`config.mk`:
```
export PLATFORM = sky130hd
export DESIGN_NAME = lmis_core
export DESIGN_NICKNAME = d
export VERILOG_FILES = /design/src/verilog/lmis_pkg.sv /design/src/verilog/lmis_ptr_if.sv /design/src/verilog/lmis_ptr_calc.sv /design/src/verilog/lmis_core.sv
export VERILOG_INCLUDE_DIRS = /design/src /design/src/verilog
export SDC_FILE = /design/constraint.sdc
export NUM_CORES = 1
export LEC_CHECK = 0
export ABC_CLOCK_PERIOD_IN_PS = 5700
export BUFFER_PORTS_ARGS = -buffer_cell sky130_fd_sc_hd__buf_2
export CAP_MARGIN = 20
export CELL_PAD_IN_SITES_DETAIL_PLACEMENT = 0
export CELL_PAD_IN_SITES_GLOBAL_PLACEMENT = 1
export CORE_ASPECT_RATIO = 1.25
export CORE_MARGIN = 2
export CORE_UTILIZATION = 46
export DETAILED_ROUTE_END_ITERATION = 7
export GPL_ROUTABILITY_DRIVEN = 0
export PLACE_DENSITY = 0.92
export SYNTH_ARGS = -nofsm -noshare
export SYNTH_HDL_FRONTEND = slang
export SYNTH_SLANG_ARGS = --single-unit
```
`constraint.sdc`:
```
create_clock -name i_mclk -period 5.7 [get_ports i_mclk]
set_input_delay 0.285 -clock i_mclk [delete_from_list [all_inputs] [get_ports i_mclk]]
set_output_delay 0.285 -clock i_mclk [all_outputs]
set_load 0.005 [all_outputs]
```
`src/verilog/lmis_defines.svh`:
```
`ifndef LMIS_DEFINES_SVH
`define LMIS_DEFINES_SVH
`define LMIS_BANK_W 5
`define LMIS_PAGE_W 7
`define LMIS_PTR_W 16
`define LMIS_BANK_RST 5'h00
`define LMIS_PAGE_RST 7'h00
`define LMIS_ACC_RST 8'h00
`define LMIS_OPT_RST 8'hFF
`define LMIS_PTR_RST 16'h0000
`define LMIS_MODE_PREINC 2'b00
`define LMIS_MODE_PREDEC 2'b01
`define LMIS_MODE_POSTINC 2'b10
`define LMIS_MODE_POSTDEC 2'b11
`define LMIS_OFS_MIN (-32)
`define LMIS_OFS_MAX 31
`define LMIS_SRST_CYCLES 2
`endif

```
`src/verilog/lmis_pkg.sv`:
```
package lmis_pkg;
  typedef enum logic [3:0] {
    LMIS_OP_NOP = 4'h0,
    LMIS_OP_LIT_BANK = 4'h1,
    LMIS_OP_LIT_PAGE = 4'h2,
    LMIS_OP_LIT_ACC = 4'h3,
    LMIS_OP_ACC_FILE = 4'h4,
    LMIS_OP_IND_STORE = 4'h5,
    LMIS_OP_IND_REL = 4'h6,
    LMIS_OP_OPTION = 4'h7,
    LMIS_OP_SRESET = 4'h8
  } lmis_op_t;
  typedef enum logic [1:0] {
    LMIS_ST_RUN = 2'b00,
    LMIS_ST_RESET = 2'b01
  } lmis_state_t;
endpackage

```
`src/verilog/lmis_ptr_if.sv`:
```
`timescale 1ns/1ps
`default_nettype none
interface lmis_ptr_if;
  logic [15:0] ptr;
  logic [1:0] mode;
  logic rel;
  logic [5:0] ofs;
  logic [15:0] addr;
  logic [15:0] next_ptr;
  modport calc (input ptr, mode, rel, ofs, output addr, next_ptr);
  modport user (output ptr, mode, rel, ofs, input addr, next_ptr);
endinterface
`default_nettype wire

```
`src/verilog/lmis_ptr_calc.sv`:
```
`include "lmis_defines.svh"
`timescale 1ns/1ps
`default_nettype none
module lmis_ptr_calc
  import lmis_pkg::*;
(
  lmis_ptr_if.calc p
);
  logic [15:0] inc;
  logic [15:0] dec;
  logic [15:0] sofs;
  assign inc = p.ptr + 16'h0001;
  assign dec = p.ptr - 16'h0001;
  assign sofs = {{10{p.ofs[5]}}, p.ofs};
  always_comb
  begin
    p.addr = p.ptr;
    p.next_ptr = p.ptr;
    if (p.rel)
    begin
      p.addr = p.ptr + sofs;
    end
    else
    begin
      case (p.mode)
        `LMIS_MODE_PREINC:
        begin
          p.addr = inc;
          p.next_ptr = inc;
        end
        `LMIS_MODE_PREDEC:
        begin
          p.addr = dec;
          p.next_ptr = dec;
        end
        `LMIS_MODE_POSTINC:
        begin
          p.addr = p.ptr;
          p.next_ptr = inc;
        end
        default:
        begin
          p.addr = p.ptr;
          p.next_ptr = dec;
        end
      endcase
    end
  end
endmodule
`default_nettype wire

```
`src/verilog/lmis_core.sv`:
```
`include "lmis_defines.svh"
`timescale 1ns/1ps
`default_nettype none
module lmis_core
  import lmis_pkg::*;
#(
  parameter int VIRT_ADDR0 = 0,
  parameter int VIRT_ADDR1 = 1
)
(
  input wire logic i_mclk,
  input wire logic i_rst,
  input wire logic i_valid,
  input wire lmis_op_t i_op,
  input wire logic [7:0] i_lit,
  input wire logic i_sel,
  input wire logic [1:0] i_mode,
  input wire logic [5:0] i_ofs,
  input wire logic i_rfl_set,
  output logic o_done,
  output logic o_pc_adv,
  output logic [`LMIS_BANK_W-1:0] o_bank_selector,
  output logic [`LMIS_PAGE_W-1:0] o_pc_high_latch,
  output logic [7:0] o_acc,
  output logic [7:0] o_option,
  output logic [`LMIS_PTR_W-1:0] o_ptr0,
  output logic [`LMIS_PTR_W-1:0] o_ptr1,
  output logic o_wr,
  output logic [15:0] o_wr_addr,
  output logic [7:0] o_wr_data,
  output logic o_reset_instruction_flag_n,
  output logic o_sreset
);
  // refuse file addresses out of range and reset lengths rcnt cannot hold
  if (VIRT_ADDR0 < 0 || VIRT_ADDR0 > 127 || VIRT_ADDR1 < 0
      || VIRT_ADDR1 > 127 || VIRT_ADDR0 == VIRT_ADDR1
      || `LMIS_SRST_CYCLES < 1 || `LMIS_SRST_CYCLES > 4)
  begin
    $error("bad virtual indirect address or reset length");
  end
  lmis_state_t state;
  logic [1:0] rcnt;
  logic go;
  logic [15:0] sel_ptr;
  logic [15:0] file_addr;
  lmis_ptr_if pif ();
  assign go = i_valid && state == LMIS_ST_RUN;
  assign sel_ptr = i_sel ? o_ptr1 : o_ptr0;
  assign pif.ptr = sel_ptr;
  assign pif.mode = i_mode;
  assign pif.rel = (i_op == LMIS_OP_IND_REL);
  assign pif.ofs = i_ofs;
  lmis_ptr_calc u_calc (.p(pif));
  always_comb
  begin
    file_addr = {9'h000, i_lit[6:0]};
    if (i_lit[6:0] == 7'(VIRT_ADDR0))
    begin
      file_addr = o_ptr0;
    end
    else if (i_lit[6:0] == 7'(VIRT_ADDR1))
    begin
      file_addr = o_ptr1;
    end
  end
  always_ff @(posedge i_mclk or posedge i_rst)
  begin
    if (i_rst)
    begin
      state <= LMIS_ST_RUN;
      rcnt <= 2'b00;
      o_sreset <= 1'b0;
    end
    else
    begin
      case (state)
        LMIS_ST_RUN:
        begin
          if (go && i_op == LMIS_OP_SRESET)
          begin
            state <= LMIS_ST_RESET;
            rcnt <= 2'(`LMIS_SRST_CYCLES - 1);
            o_sreset <= 1'b1;
          end
        end
        LMIS_ST_RESET:
        begin
          if (rcnt == 2'b00)
          begin
            state <= LMIS_ST_RUN;
            o_sreset <= 1'b0;
          end
          else
          begin
            rcnt <= rcnt - 2'b01;
          end
        end
        default:
        begin
          state <= LMIS_ST_RUN;
        end
      endcase
    end
  end
  always_ff @(posedge i_mclk or posedge i_rst)
  begin
    if (i_rst)
    begin
      o_reset_instruction_flag_n <= 1'b1;
    end
    else if (go && i_op == LMIS_OP_SRESET)
    begin
      o_reset_instruction_flag_n <= 1'b0;
    end
    else if (i_rfl_set)
    begin
      o_reset_instruction_flag_n <= 1'b1;
    end
  end
  always_ff @(posedge i_mclk or posedge i_rst)
  begin
    if (i_rst)
    begin
      o_bank_selector <= `LMIS_BANK_RST;
      o_pc_high_latch <= `LMIS_PAGE_RST;
      o_acc <= `LMIS_ACC_RST;
      o_option <= `LMIS_OPT_RST;
    end
    else if (o_sreset)
    begin
      o_bank_selector <= `LMIS_BANK_RST;
      o_pc_high_latch <= `LMIS_PAGE_RST;
      o_acc <= `LMIS_ACC_RST;
      o_option <= `LMIS_OPT_RST;
    end
    else if (go)
    begin
      case (i_op)
        LMIS_OP_LIT_BANK: o_bank_selector <= i_lit[4:0];
        LMIS_OP_LIT_PAGE: o_pc_high_latch <= i_lit[6:0];
        LMIS_OP_LIT_ACC: o_acc <= i_lit;
        LMIS_OP_OPTION: o_option <= o_acc;
        default:
        begin
        end
      endcase
    end
  end
  always_ff @(posedge i_mclk or posedge i_rst)
  begin
    if (i_rst)
    begin
      o_ptr0 <= `LMIS_PTR_RST;
      o_ptr1 <= `LMIS_PTR_RST;
    end
    else if (o_sreset)
    begin
      o_ptr0 <= `LMIS_PTR_RST;
      o_ptr1 <= `LMIS_PTR_RST;
    end
    else if (go && i_op == LMIS_OP_IND_STORE)
    begin
      if (i_sel)
      begin
        o_ptr1 <= pif.next_ptr;
      end
      else
      begin
        o_ptr0 <= pif.next_ptr;
      end
    end
  end
  always_ff @(posedge i_mclk or posedge i_rst)
  begin
    if (i_rst)
    begin
      o_wr <= 1'b0;
      o_wr_addr <= 16'h0000;
      o_wr_data <= 8'h00;
      o_done <= 1'b0;
      o_pc_adv <= 1'b0;
    end
    else
    begin
      o_wr <= 1'b0;
      o_done <= go && i_op != LMIS_OP_SRESET;
      o_pc_adv <= go && i_op != LMIS_OP_SRESET;
      if (go && i_op == LMIS_OP_ACC_FILE)
      begin
        o_wr <= 1'b1;
        o_wr_addr <= file_addr;
        o_wr_data <= o_acc;
      end
      else if (go && (i_op == LMIS_OP_IND_STORE || i_op == LMIS_OP_IND_REL))
      begin
        o_wr <= 1'b1;
        o_wr_addr <= pif.addr;
        o_wr_data <= o_acc;
      end
    end
  end
  a_bank_load: assert property (
    @(posedge i_mclk) disable iff (i_rst)
    go && i_op == LMIS_OP_LIT_BANK |=> o_bank_selector == $past(i_lit[4:0]))
    else $error("bank selector not loaded");
  a_page_load: assert property (
    @(posedge i_mclk) disable iff (i_rst)
    go && i_op == LMIS_OP_LIT_PAGE |=> o_pc_high_latch == $past(i_lit[6:0]))
    else $error("page latch not loaded");
  a_acc_load: assert property (
    @(posedge i_mclk) disable iff (i_rst)
    go && i_op == LMIS_OP_LIT_ACC |=> o_acc == $past(i_lit) && o_done)
    else $error("accumulator not loaded");
  a_file_write: assert property (
    @(posedge i_mclk) disable iff (i_rst)
    go && i_op == LMIS_OP_ACC_FILE |=> o_wr && o_wr_data == $past(o_acc))
    else $error("file write missing");
  a_preinc_addr: assert property (
    @(posedge i_mclk) disable iff (i_rst)
    go && i_op == LMIS_OP_IND_STORE && i_mode == 2'b00 && !i_sel
    |=> o_wr_addr == $past(o_ptr0) + 16'h0001 && o_ptr0 == o_wr_addr)
    else $error("preincrement wrong");
  a_postdec_addr: assert property (
    @(posedge i_mclk) disable iff (i_rst)
    go && i_op == LMIS_OP_IND_STORE && i_mode == 2'b11 && i_sel
    |=> o_wr_addr == $past(o_ptr1) && o_ptr1 == o_wr_addr - 16'h0001)
    else $error("postdecrement wrong");
  a_rel_keep: assert property (
    @(posedge i_mclk) disable iff (i_rst)
    go && i_op == LMIS_OP_IND_REL |=> $stable(o_ptr0) && $stable(o_ptr1))
    else $error("relative mode moved pointer");
  a_ind_regs_keep: assert property (
    @(posedge i_mclk) disable iff (i_rst)
    go && (i_op == LMIS_OP_IND_STORE || i_op == LMIS_OP_IND_REL)
    |=> $stable(o_acc) && $stable(o_bank_selector) && $stable(o_option))
    else $error("indirect store touched other state");
  a_option_copy: assert property (
    @(posedge i_mclk) disable iff (i_rst)
    go && i_op == LMIS_OP_OPTION |=> o_option == $past(o_acc))
    else $error("option not copied");
  a_sreset_flag: assert property (
    @(posedge i_mclk) disable iff (i_rst)
    go && i_op == LMIS_OP_SRESET
    |=> !o_reset_instruction_flag_n && o_sreset ##2 !o_sreset)
    else $error("software reset wrong");
  a_nop_still: assert property (
    @(posedge i_mclk) disable iff (i_rst)
    go && i_op == LMIS_OP_NOP |=> o_pc_adv && !o_wr && $stable(o_acc))
    else $error("nop changed state");
  c_ind_store: cover property (@(posedge i_mclk) disable iff (i_rst)
    go && i_op == LMIS_OP_IND_STORE);
  c_rel_store: cover property (@(posedge i_mclk) disable iff (i_rst)
    go && i_op == LMIS_OP_IND_REL);
  c_wrap: cover property (@(posedge i_mclk) disable iff (i_rst)
    go && i_op == LMIS_OP_IND_STORE && o_ptr0 == 16'hFFFF);
  c_sreset: cover property (@(posedge i_mclk) disable iff (i_rst)
    go && i_op == LMIS_OP_SRESET);
endmodule
`default_nettype wire

```
## Word level (Yosys, flattened, before mapping)

Index checks and enable logic that the tools add are counted.

| operators by class | value |
|---|---|
| add/sub/neg operators | 4 |
| equal/unequal tests | 17 |
| mux-type cells | 41 |
| reduce and logical (&&, ||, !) cells | 31 |

Operator list:

| operator | count |
|---|---|
| 2-to-1 mux 16 bit | 14 |
| 2-to-1 mux 8 bit | 8 |
| case mux 16 bit (2 select lines) | 1 |
| 2-to-1 mux 7 bit | 3 |
| nonzero test 2 bit | 10 |
| adder 16 x 1 -> 16 bit, second input constant | 1 |
| adder 16 bit | 1 |
| == test 4 x 3 -> 1 bit, second input constant | 4 |
| subtractor 16 x 1 -> 16 bit, second input constant | 1 |
| 2-to-1 mux 5 bit | 3 |
| AND reduction 2 bit | 7 |
| == test 4 x 2 -> 1 bit, second input constant | 2 |
| case mux 2 bit (2 select lines) | 2 |
| == test 7 x 1 -> 1 bit, second input constant | 1 |
| zero test 7 bit | 1 |
| logical AND 1 bit | 6 |
| zero test 2 bit | 3 |
| 2-to-1 mux 1 bit | 6 |
| 2-to-1 mux 2 bit | 3 |
| AND reduction 3 bit | 2 |
| == test 2 x 1 -> 1 bit, second input constant | 2 |
| == test 4 x 1 -> 1 bit, second input constant | 1 |
| == test 4 bit, second input constant | 1 |
| != test 2 x 1 -> 1 bit, second input constant | 2 |
| other kinds (7) | 8 |

| storage, ports and cells | value |
|---|---|
| flip-flop bits (word level) | 92 |
| bits of input ports | 25 |
| output and inout bits | 89 |
| logic and storage cells | 107 |

## Longest topological paths before layout

Gate-level depths: netlist (run 1).

| depth | value |
|---|---|
| depth in word-level cells | 7 |
| gate-level depth with buffers | 15 |
| mapped depth without buffers | 12 |

## Cells and area by module

From an unflattened synthesis (run 1), not the netlist that was laid out.

| unflattened totals | value |
|---|---|
| cell total of the unflattened synthesis | 631 |
| area total of the unflattened synthesis | 5,969.5 sq um |

By module, submodules not included:

| module | instances | cells an instance | area each (sq um) | seq. area each (sq um) |
|---|---|---|---|---|
| lmis_core | 1 | 381 | 4,239.1 | 2,263.4 |
| lmis_ptr_calc | 1 | 250 | 1,730.4 | 0.0 |

## Worst setup path after synthesis (run 1)

Ideal clock, no wire load.

| timing path | value |
|---|---|
| path type | input to register |
| start | input i_sel |
| end | register o_wr_addr[14] |
| library setup time | 142 ps |
| arrival time | 2,922 ps |
| required time | 5,558 ps |
| slack | 2,636 ps |
| stages | 15 |
| buffers on the path | 5 |
| path through | buf_6 -> buf_6 -> buf_2 -> buf_2 -> mux2i_1 -> inv_1 -> ha_1 -> clkbuf_1 -> nor2_1 -> a221o_1 -> a21oi_1 -> o21ai_0 -> o311a_1 -> a21oi_1 -> a211oi_2 |

| on the way | value |
|---|---|
| longest elaborated chain between the ends | 6 |
| elaborated cells on any way between the ends | 8 |
| classes of those cells | 3 x add/sub; 5 x mux |

RTL lines:

| item | line | RTL |
|---|---|---|
| start, declared | lmis_core.sv:16 | `input wire logic i_sel,` |
| 2-to-1 mux 16 bit (*) | lmis_core.sv:48 | `assign sel_ptr = i_sel ? o_ptr1 : o_ptr0;` |
| subtractor 16 x 1 -> 16 bit or adder 16 x 1 -> 16 bit (tied branches) | lmis_ptr_calc.sv:13, lmis_ptr_calc.sv:12 |  |
| case mux 16 bit (2 select lines) | lmis_ptr_calc.sv:25 | `case (p.mode)` |
| 2-to-1 mux 16 bit (*) | lmis_ptr_calc.sv:19 | `if (p.rel)` |
| 2-to-1 mux 16 bit (*) | lmis_core.sv:194 | `else if (go && (i_op == LMIS_OP_IND_STORE \|\| i_op == LMIS_OP_IND_REL))` |
| 2-to-1 mux 16 bit (*) | lmis_core.sv:188 | `if (go && i_op == LMIS_OP_ACC_FILE)` |
| end signal, assigned | lmis_core.sv:191 | `o_wr_addr <= file_addr;` |
| end signal, assigned | lmis_core.sv:197 | `o_wr_addr <= pif.addr;` |
| end, declared | lmis_core.sv:29 | `output logic [15:0] o_wr_addr,` |

Every way passes the cells marked *; elsewhere a longest branch is shown, timed or not. The select of a mux whose other input is x is not followed.
A chain may end at the register's enable or synchronous reset.

## Final worst setup path (run 1)

| timing path | value |
|---|---|
| start | input i_sel |
| end | register o_wr_addr[15] |

The elaborated chain is that of the path after synthesis.

==> results of run 1 <==
==> layer usage <==
layer | part of all wire [%] | vias to the layer above
li1 | - | 2644
met1 | 42 | 2814
met2 | 49 | 252
met3 | 6.5 | 42
met4 | 2.4 | 0
met5 | 0 | -
==> critical path, delay by kind of cell <==
kind                     cells  cell delay, ns
adder cells (fa/ha/maj)      1            0.32
AO/OA/AOI/OAI                6            1.36
multiplexers                 2            0.83
buffers and inverters        2            0.88
==> cells in the mapped netlist, types with 3 or more instances <==
| library cell | n | area share (%) |
|---|---|---|
| a211o_1 | 10 | 1.4 |
| a211oi_1 | 6 | 0.74 |
| a21o_1 | 9 | 1.1 |
| a21oi_1 | 50 | 4.1 |
| a221o_1 | 3 | 0.49 |
| and3_1 | 4 | 0.41 |
| and4_1 | 3 | 0.43 |
| buf_2 | 6 | 0.49 |
| buf_6 | 4 | 0.74 |
| clkbuf_1 | 26 | 1.6 |
| dfrtp_1 | 81 | 33 |
| dfstp_2 | 9 | 3.9 |
| ha_1 | 18 | 3.7 |
| inv_1 | 29 | 1.8 |
| mux2_2 | 9 | 1.7 |
| mux2i_1 | 48 | 7.9 |
| nand2_1 | 73 | 4.5 |
| nand2b_1 | 6 | 0.61 |
| nand3_1 | 15 | 1.2 |
| nand3b_1 | 16 | 2.0 |
| nand4_1 | 6 | 0.61 |
| nand4bb_1 | 3 | 0.55 |
| nor2_1 | 70 | 4.3 |
| nor2b_1 | 10 | 1.0 |
| nor3_1 | 15 | 1.2 |
| nor3b_1 | 5 | 0.61 |
| nor4_1 | 6 | 0.61 |
| o211ai_1 | 5 | 0.61 |
| o21a_1 | 3 | 0.37 |
| o21ai_0 | 41 | 3.4 |
| o21ai_1 | 5 | 0.41 |
| o22ai_1 | 9 | 0.92 |
| o31ai_1 | 5 | 0.61 |
| or3_1 | 6 | 0.61 |
| xnor2_1 | 29 | 4.2 |
| xor2_1 | 12 | 1.7 |
==> power breakdown <==
part	switching, mW	total (mW)	internal [mW]	leakage [nW]
clock network	0.275	0.670	0.394	0.164
logic	0.639	1.18	0.540	2.18
registers	0.230	1.09	0.856	1.17
==> stage by stage <==
| step | total power [mW] | setup WS, ns | hold WS [ns] |
|---|---|---|---|
| floorplan | 1.82 | 2.64 | 0.417 |
| global placement | 2.21 | 1.94 | 0.219 |
| detailed placement | 2.26 | 1.92 | 0.222 |
| CTS | 2.93 | 2.23 | 0.159 |
| global route | 3.11 | 1.90 | 0.179 |
| finish | 2.94 | 2.24 | 0.160 |
==> worst min path at each step <==
stage              start                          to  slack (ns)  cells after the start
2_1_floorplan  i_rfl_set  o_reset_instruction_flag_n        0.42                      1
3_3_place_gp       i_rst                o_wr_data[6]        0.22                      2
3_5_place_dp       i_rst                o_wr_data[6]        0.22                      2
4_1_cts        i_rfl_set  o_reset_instruction_flag_n        0.16                      2
5_1_grt        i_rfl_set  o_reset_instruction_flag_n        0.18                      2
6_report       i_rfl_set  o_reset_instruction_flag_n        0.16                      2
==> cell families after synthesis <==
group                      Yosys count
DFF                                 90
and+or+nand+nor                    253
xor gates and xnor gates            41
adders and majority gates           19
AOI/OAI and AO/OA                  163
muxes                               59
buffers and inverters               68
==> flip-flops by register name, indices dropped and copies added (netlist names) <==
signal,count
o_ptr1,16
o_pc_adv,1
o_reset_instruction_flag_n,1
o_ptr0,16
o_acc,8
o_bank_selector,5
o_sreset,1
o_option,8
o_wr,1
o_wr_addr,16
o_pc_high_latch,7
o_wr_data,8
rcnt,2
==> final cells by class <==
class                   instances  area share, %
clock buffers                   9           3.19
clock inverters                 7           1.54
inverters                      29           1.56
multi-input cells             535           50.2
flip-flops and latches         90           32.0
well taps                     171           3.03
repair buffers                117           8.46
==> impl_metrics.csv, run 1 <==
group,metric,value,unit
placed_design,dp_hpwl,13000,microns
routing,viasPerCell,6.00,
finish,n_fill_cell,1223,
grt,busiest_layer,"met2",
grt,grt_pass1_wl,28600,microns
clock_network,post_cts_buffers,0,
worst_setup_path,critPathLaunchType,"input port",
finish,drive_gt1_share,20.7,%
sta,final.setup.tns,0,ns
clock_network,clock-root-buffer,"clkbuf_16",
grt,grt_pass1_vias,5488,
routing,drtAntennaViolNets,0,
logic_synthesis,synthXorXnorAreaFrac,5.88,%
finish,num-nets-final,826,
floorplan,dieArea,14200,sq um
worst_setup_path,cp.required,5.92,ns
routing,drc,0,
worst_setup_path,critPathLaunch,"i_sel",
floorplan,fp.dieW,107,microns
finish,area_growth,15.7,%
worst_setup_path,crit_end,"o_wr_addr[15]",
clock_network,postCtsHoldBufs,1,
pwr,p_leak,3.51,nW
clock_network,ctsResizeCount,0,
floorplan,num_rows,47,
sta,maxSlewViolCount,0,
floorplan,ios,114,
sta,rsz0062_at_grt,"false",
sta,fin_crit,3.46,ns
logic_synthesis,synth_mux_area_share,9.89,%
sta,max_slew_margin,30.5,%
grt,gr-usage-met2,41.7,%
routing,drt-initial-drc-count,627,
sta,clock_skew,0.00937,ns
finish,final_common_cell,"buf_2",
status,status,"completed",
clock_network,cts-buffers-inserted,9,
pwr,power_density,415,nW/um^2
routing,firstDrtPassIters,6,
logic_synthesis,synth_edf_count,0,
logic_synthesis,netlist_instances,693,
worst_setup_path,ff2ff_path_depth,8,
floorplan,die_h,133,microns
clock_network,tritoncts,"done",
logic_synthesis,synth_top_family_by_area,"simple AND/OR/NAND/NOR gates",
logic_synthesis,yosysUniqueCellTypes,64,
placed_design,io_buffer_count,113,
clock_network,clk_pin_slew,0.07,ns
logic_synthesis,syn_avg_cell_area,8.81,sq um
sta,post-route-period-util,60.8,%
logic_synthesis,synth_adder_area_share,4.01,%
routing,avgRoutedWirePerCell,18.9,microns
logic_synthesis,synth_area,6110,sq um
finish,seq_area,2260,sq um
worst_setup_path,arrival,3.69,ns
placed_design,dpl_cell_area,6730,sq um
sta,worst-slew-pin-transition,1.04,ns
flow_run,cap_violations,0,
grt,met1_usage,33.9,%
logic_synthesis,yosysWarnings,0,
floorplan,start_util,46.6,%
finish,multi_input_area,3550,sq um
worst_setup_path,critPathMaxFanout,53,
pwr,ir_worst_vdd,0.184,mV
worst_setup_path,path_cells,"buf_2, mux2i_1, inv_1, ha_1, a211oi_1, o211ai_1, a211oi_1, o31ai_1, a31oi_1, mux2i_1, o211ai_1",
grt,grt_use_total,25.4,%
finish,layout_common_cells,"buf_2, dfrtp_1, nand2_1",
finish,final_cells,958,
logic_synthesis,seq_area_frac_synth,37.1,%
worst_setup_path,crit_path_end_kind,"flop",
worst_setup_path,r2r_slack,2.46,ns
logic_synthesis,ys_seq_elements,90,
logic_synthesis,synth-simple-area-share,21.7,%
grt,use_met3,3.15,%
finish,post-route-cell-area,7070,sq um
logic_synthesis,synth_ff_type,"dfrtp_1",
worst_setup_path,crit_type,"input port to flop",
min_path,hold_path_class,"input port to flop",
floorplan,core_area,13100,sq um
grt,antenna_found_initial,0,
clock_network,clk_path_buf_depth,2,
sta,setup_viol,0,
grt,grt_max_degree,77,
worst_setup_path,cpPeakStageDelay,0.74,ns
clock_network,clock-sinks,90,
logic_synthesis,synth_compound_gate_area_share,16.7,%
grt,grt_overflow,0,
sta,timing.fmax,289,MHz
placed_design,dp.cells,941,
worst_setup_path,crit_slowest_cell,"buf_2",
routing,routed_wl,18100,microns
logic_synthesis,async_reset_ff_share,100,%
clock_network,cts_max_level,3,
logic_synthesis,synth_nets,737,
finish,final_util,53.9,%
finish,num_antenna_cells,0,
worst_setup_path,r2r-end,"o_ptr0[6]",
routing,via_count,5752,
sta,final_hold_viol_count,0,
worst_setup_path,rr_startpoint,"o_sreset",
clock_network,clock_latency,0.35,ns
(Power assumes the default switching activity.)
==> run 2: changes to the inputs <==
ABC_AREA = 1   (was default)
ABC_CLOCK_PERIOD_IN_PS = 2900   (was 5700)
CORE_UTILIZATION = 37   (was 46)
PLACE_DENSITY = 0.83   (was 0.92)
clock period = 2.9 ns   (was 5.7 ns; I/O delays follow)
==> run 2 against run 1 <==
First-iteration DRC count shrank 21%. Hold slack lost 0.16 ns. Register-to-register slack lost 2.1 ns. Combinational power grew to 3.1 times the previous value. Clock-buffer cell count is the same. Via count grew 19%. Global-route usage shrank 1.2 points. Clock power grew 93%. Final area grew 11%. Clock skew shrank 0.0012 ns. Wire length grew 26%. Area after synthesis grew 9.7%. Critical path type is now flop to flop. Largest power group unchanged.
==> impl_metrics.csv, run 2 <==
group,metric,value,unit
logic_synthesis,synth_ff_type,"dfrtp_1",
sta,clock_skew,0.00820,ns
clock_network,cts-buffers-inserted,9,
logic_synthesis,yosysTopAreaCell,"dfrtp_1",
logic_synthesis,netlist_instances,977,
logic_synthesis,synth_area,6700,sq um
sta,post-route-period-util,86.6,%
routing,firstDrtPassIters,7,
sta,rsz0062_at_grt,"false",
pwr,ir_worst_vdd,0.468,mV
pwr,power_density,916,nW/um^2
floorplan,ios,114,
worst_setup_path,cpPeakStageDelay,0.41,ns
pwr,swShare,46.1,%
finish,n_fill_cell,1930,
worst_setup_path,crit_path_frequent_cell,"nand2_1",
grt,grt_overflow,0,
logic_synthesis,async_reset_ff_share,100,%
sta,setup_viol,0,
finish,seq_area,2260,sq um
logic_synthesis,synth_area_leaders,"dfrtp_1, nand2_1, inv_1",
sta,final_hold_viol_count,0,
min_path,hold_depth,3,
min_path,worstHoldStart,"i_rfl_set",
logic_synthesis,yosysMostFrequentCell,"nand2_1",
worst_setup_path,cp.required,3.16,ns
pwr,power_frac_seq,30.9,%
routing,via_count,6823,
pwr,clock_power_share,18.0,%
worst_setup_path,ff2ff_path_depth,19,
finish,drive_gt1_share,20.8,%
worst_setup_path,critPathMaxFanout,6,
floorplan,die_h,154,microns
clock_network,clock_latency,0.37,ns
worst_setup_path,critPathLaunchType,"flop",
clock_network,cts_max_level,3,
worst_setup_path,path_cells,"nand2_1, nand2_2, ha_1, inv_1, fa_1, inv_1, nand3_1, nand2_1, nand2_1, nand2_1, nand2_1, nand2_1, a21oi_1, o21ai_0, nand2_1, inv_1, nand2_1, nand2_1, nand2_1",
floorplan,num_rows,55,
clock_network,clk_path_buf_depth,2,
logic_synthesis,synth_commonest_cells,"nand2_1, inv_1, dfrtp_1",
pwr,p_int,3.86,mW
routing,viasPerCell,5.18,
finish,num-nets-final,1127,
sta,max_slew_margin,37.0,%
logic_synthesis,synth_nets,1021,
grt,gr-usage-met2,43.2,%
logic_synthesis,seq_area_frac_synth,33.8,%
grt,busiest_layer,"met2",
logic_synthesis,yosys.area.top_type_share,30.2,%
floorplan,start_util,37.3,%
routing,drtAntennaViolNets,0,
min_path,hold_path_class,"input port to flop",
worst_setup_path,crit_type,"flop to flop",
placed_design,io_buffer_count,113,
finish,multi_input_area,3810,sq um
sta,timing.fmax,398,MHz
sta,final.setup.tns,0,ns
sta,worst-slew-pin-transition,0.941,ns
routing,avgRoutedWirePerCell,17.4,microns
grt,grt_pass1_wl,36800,microns
logic_synthesis,yosysUniqueCellTypes,52,
worst_setup_path,crit_slowest_cell,"dfrtp_1",
grt,grt_max_degree,91,
clock_network,tritoncts,"done",
worst_setup_path,cp_num_buf_inv,3,
sta,maxSlewViolCount,0,
clock_network,clock-sinks,90,
finish,final_common_cell,"nand2_1",
grt,use_met3,4.25,%
flow_run,cap_violations,0,
pwr,p_leak,4.18,nW
floorplan,dieArea,19200,sq um
logic_synthesis,syn_avg_cell_area,6.86,sq um
finish,layout_common_cells,"nand2_1, buf_2, inv_1",
worst_setup_path,r2r_slack,0.39,ns
finish,num_antenna_cells,0,
worst_setup_path,path_delay_family,"simple AND/OR/NAND/NOR gates",
clock_network,clk_pin_slew,0.07,ns
grt,antenna_found_initial,0,
status,status,"completed",
logic_synthesis,ys_seq_elements,90,
floorplan,core_area,18000,sq um
logic_synthesis,synth_edf_count,0,
placed_design,dpl_cell_area,7490,sq um
finish,post-route-cell-area,7820,sq um
grt,met1_usage,28.3,%
min_path,whs_endpoint,"o_reset_instruction_flag_n",
clock_network,clock-root-buffer,"clkbuf_16",
grt,grt_pass1_vias,6735,
worst_setup_path,arrival,2.77,ns
clock_network,ctsResizeCount,0,
routing,drc,0,
pwr,p_switching,3.31,mW
grt,grt_use_total,24.2,%
worst_setup_path,r2r-end,"o_wr_addr[8]",
routing,routed_wl,22900,microns
floorplan,fp.dieW,124,microns
finish,area_growth,16.7,%
logic_synthesis,yosysWarnings,0,
placed_design,dp_hpwl,17300,microns
routing,drt-initial-drc-count,494,
worst_setup_path,rr_startpoint,"o_ptr1[0]",
worst_setup_path,crit_path_end_kind,"flop",
finish,largestRegisters,"o_ptr0 x16, o_ptr1 x16, o_wr_addr x16",
sta,fin_crit,2.51,ns
pwr,power_frac_comb,51.1,%
## run 2: cell types whose count changed after synthesis, moves of 15 or more
cell	before	now
nand2_2	0	23
nand3b_1	16	1
nand2_1	73	299
xnor2_1	29	2
o21ai_0	41	80
nor2_1	70	50
mux2i_1	48	0
nand3_1	15	74
o21ai_1	5	29
inv_1	29	109
## run 2: tightest hold or removal path, cell delays in order
cell and delay, ns:
buf_2 0.07, o21ai_0 0.07, inv_1 0.05
## run 2: routing by layer
| metal | up-vias | routed length, microns |
|---|---|---|
| met2 | 200 | 11600 |
| li1 | 3407 | - |
| met4 | 0 | 877 |
| met5 | - | 0 |
| met1 | 3171 | 9190 |
| met3 | 45 | 1200 |
## run 2: cells by family (layout without fill, tap and decap cells)
logic type	count (synthesis)	after routing	share of synthesized area, %
simple gates	498	498	33.7
mux	5	5	0.840
fa+ha+maj	19	19	3.66
flops	90	90	33.8
compound gates	201	201	16.7
xor+xnor	14	14	1.94
buf+inv	150	261	9.37
## run 2: worst max path at each step
stage          startpoint            to  slack [ns]  cells past startpoint
6_report        o_ptr1[0]  o_wr_addr[8]        0.39                     19
5_1_grt         o_ptr1[0]  o_wr_addr[8]        0.12                     19
4_1_cts         o_ptr1[0]  o_wr_addr[8]        0.39                     19
3_5_place_dp        i_sel  o_wr_addr[8]        0.40                     21
3_3_place_gp    o_ptr1[0]  o_wr_addr[8]        0.45                     19
2_1_floorplan       i_rst      o_acc[0]        0.43                      1
## run 2: timing repair
item / 4_1_cts / 5_1_grt
setup endpoints to repair: 0 / 0
setup buffers: 0 / 0
hold buffers: 1 / 0
endpoints found under the hold margin: 81 / 0
## run 2: area by class of cell
| class | instances | area share [%] |
|---|---|---|
| Sequential cell | 90 | 28.9 |
| Clock buffer | 9 | 2.88 |
| Multi-Input combinational cell | 737 | 48.7 |
| Inverter | 116 | 5.65 |
| Tap cell | 228 | 3.65 |
| Clock inverter | 7 | 1.22 |
| Timing Repair Buffer | 129 | 8.96 |
## run 2: power by group through the flow
stage / Clock (mW) / Sequential (mW) / Combinational (mW)
after detailed placement: 0 / 2.24 / 3.65
after floorplan: 0 / 2.22 / 2.33
after CTS: 1.33 / 2.22 / 3.67
final: 1.29 / 2.22 / 3.67
after global routing: 1.37 / 2.29 / 4.16
after global placement: 0 / 2.24 / 3.62
## run 2: stage by stage
step                      total power [mW]  util, %  std cells  hold WS (ns)  setup slack [ns]
final                                 7.17     43.6       1316       0.00132             0.389
after global routing                  7.82     43.6       1316        0.0378             0.121
after CTS                             7.22     43.6       1316       0.00108             0.385
after detailed placement              5.89     41.7       1299         0.305             0.396
after global placement                5.86     41.7       1299         0.297             0.451
after floorplan                       4.55        -        977         0.248             0.435
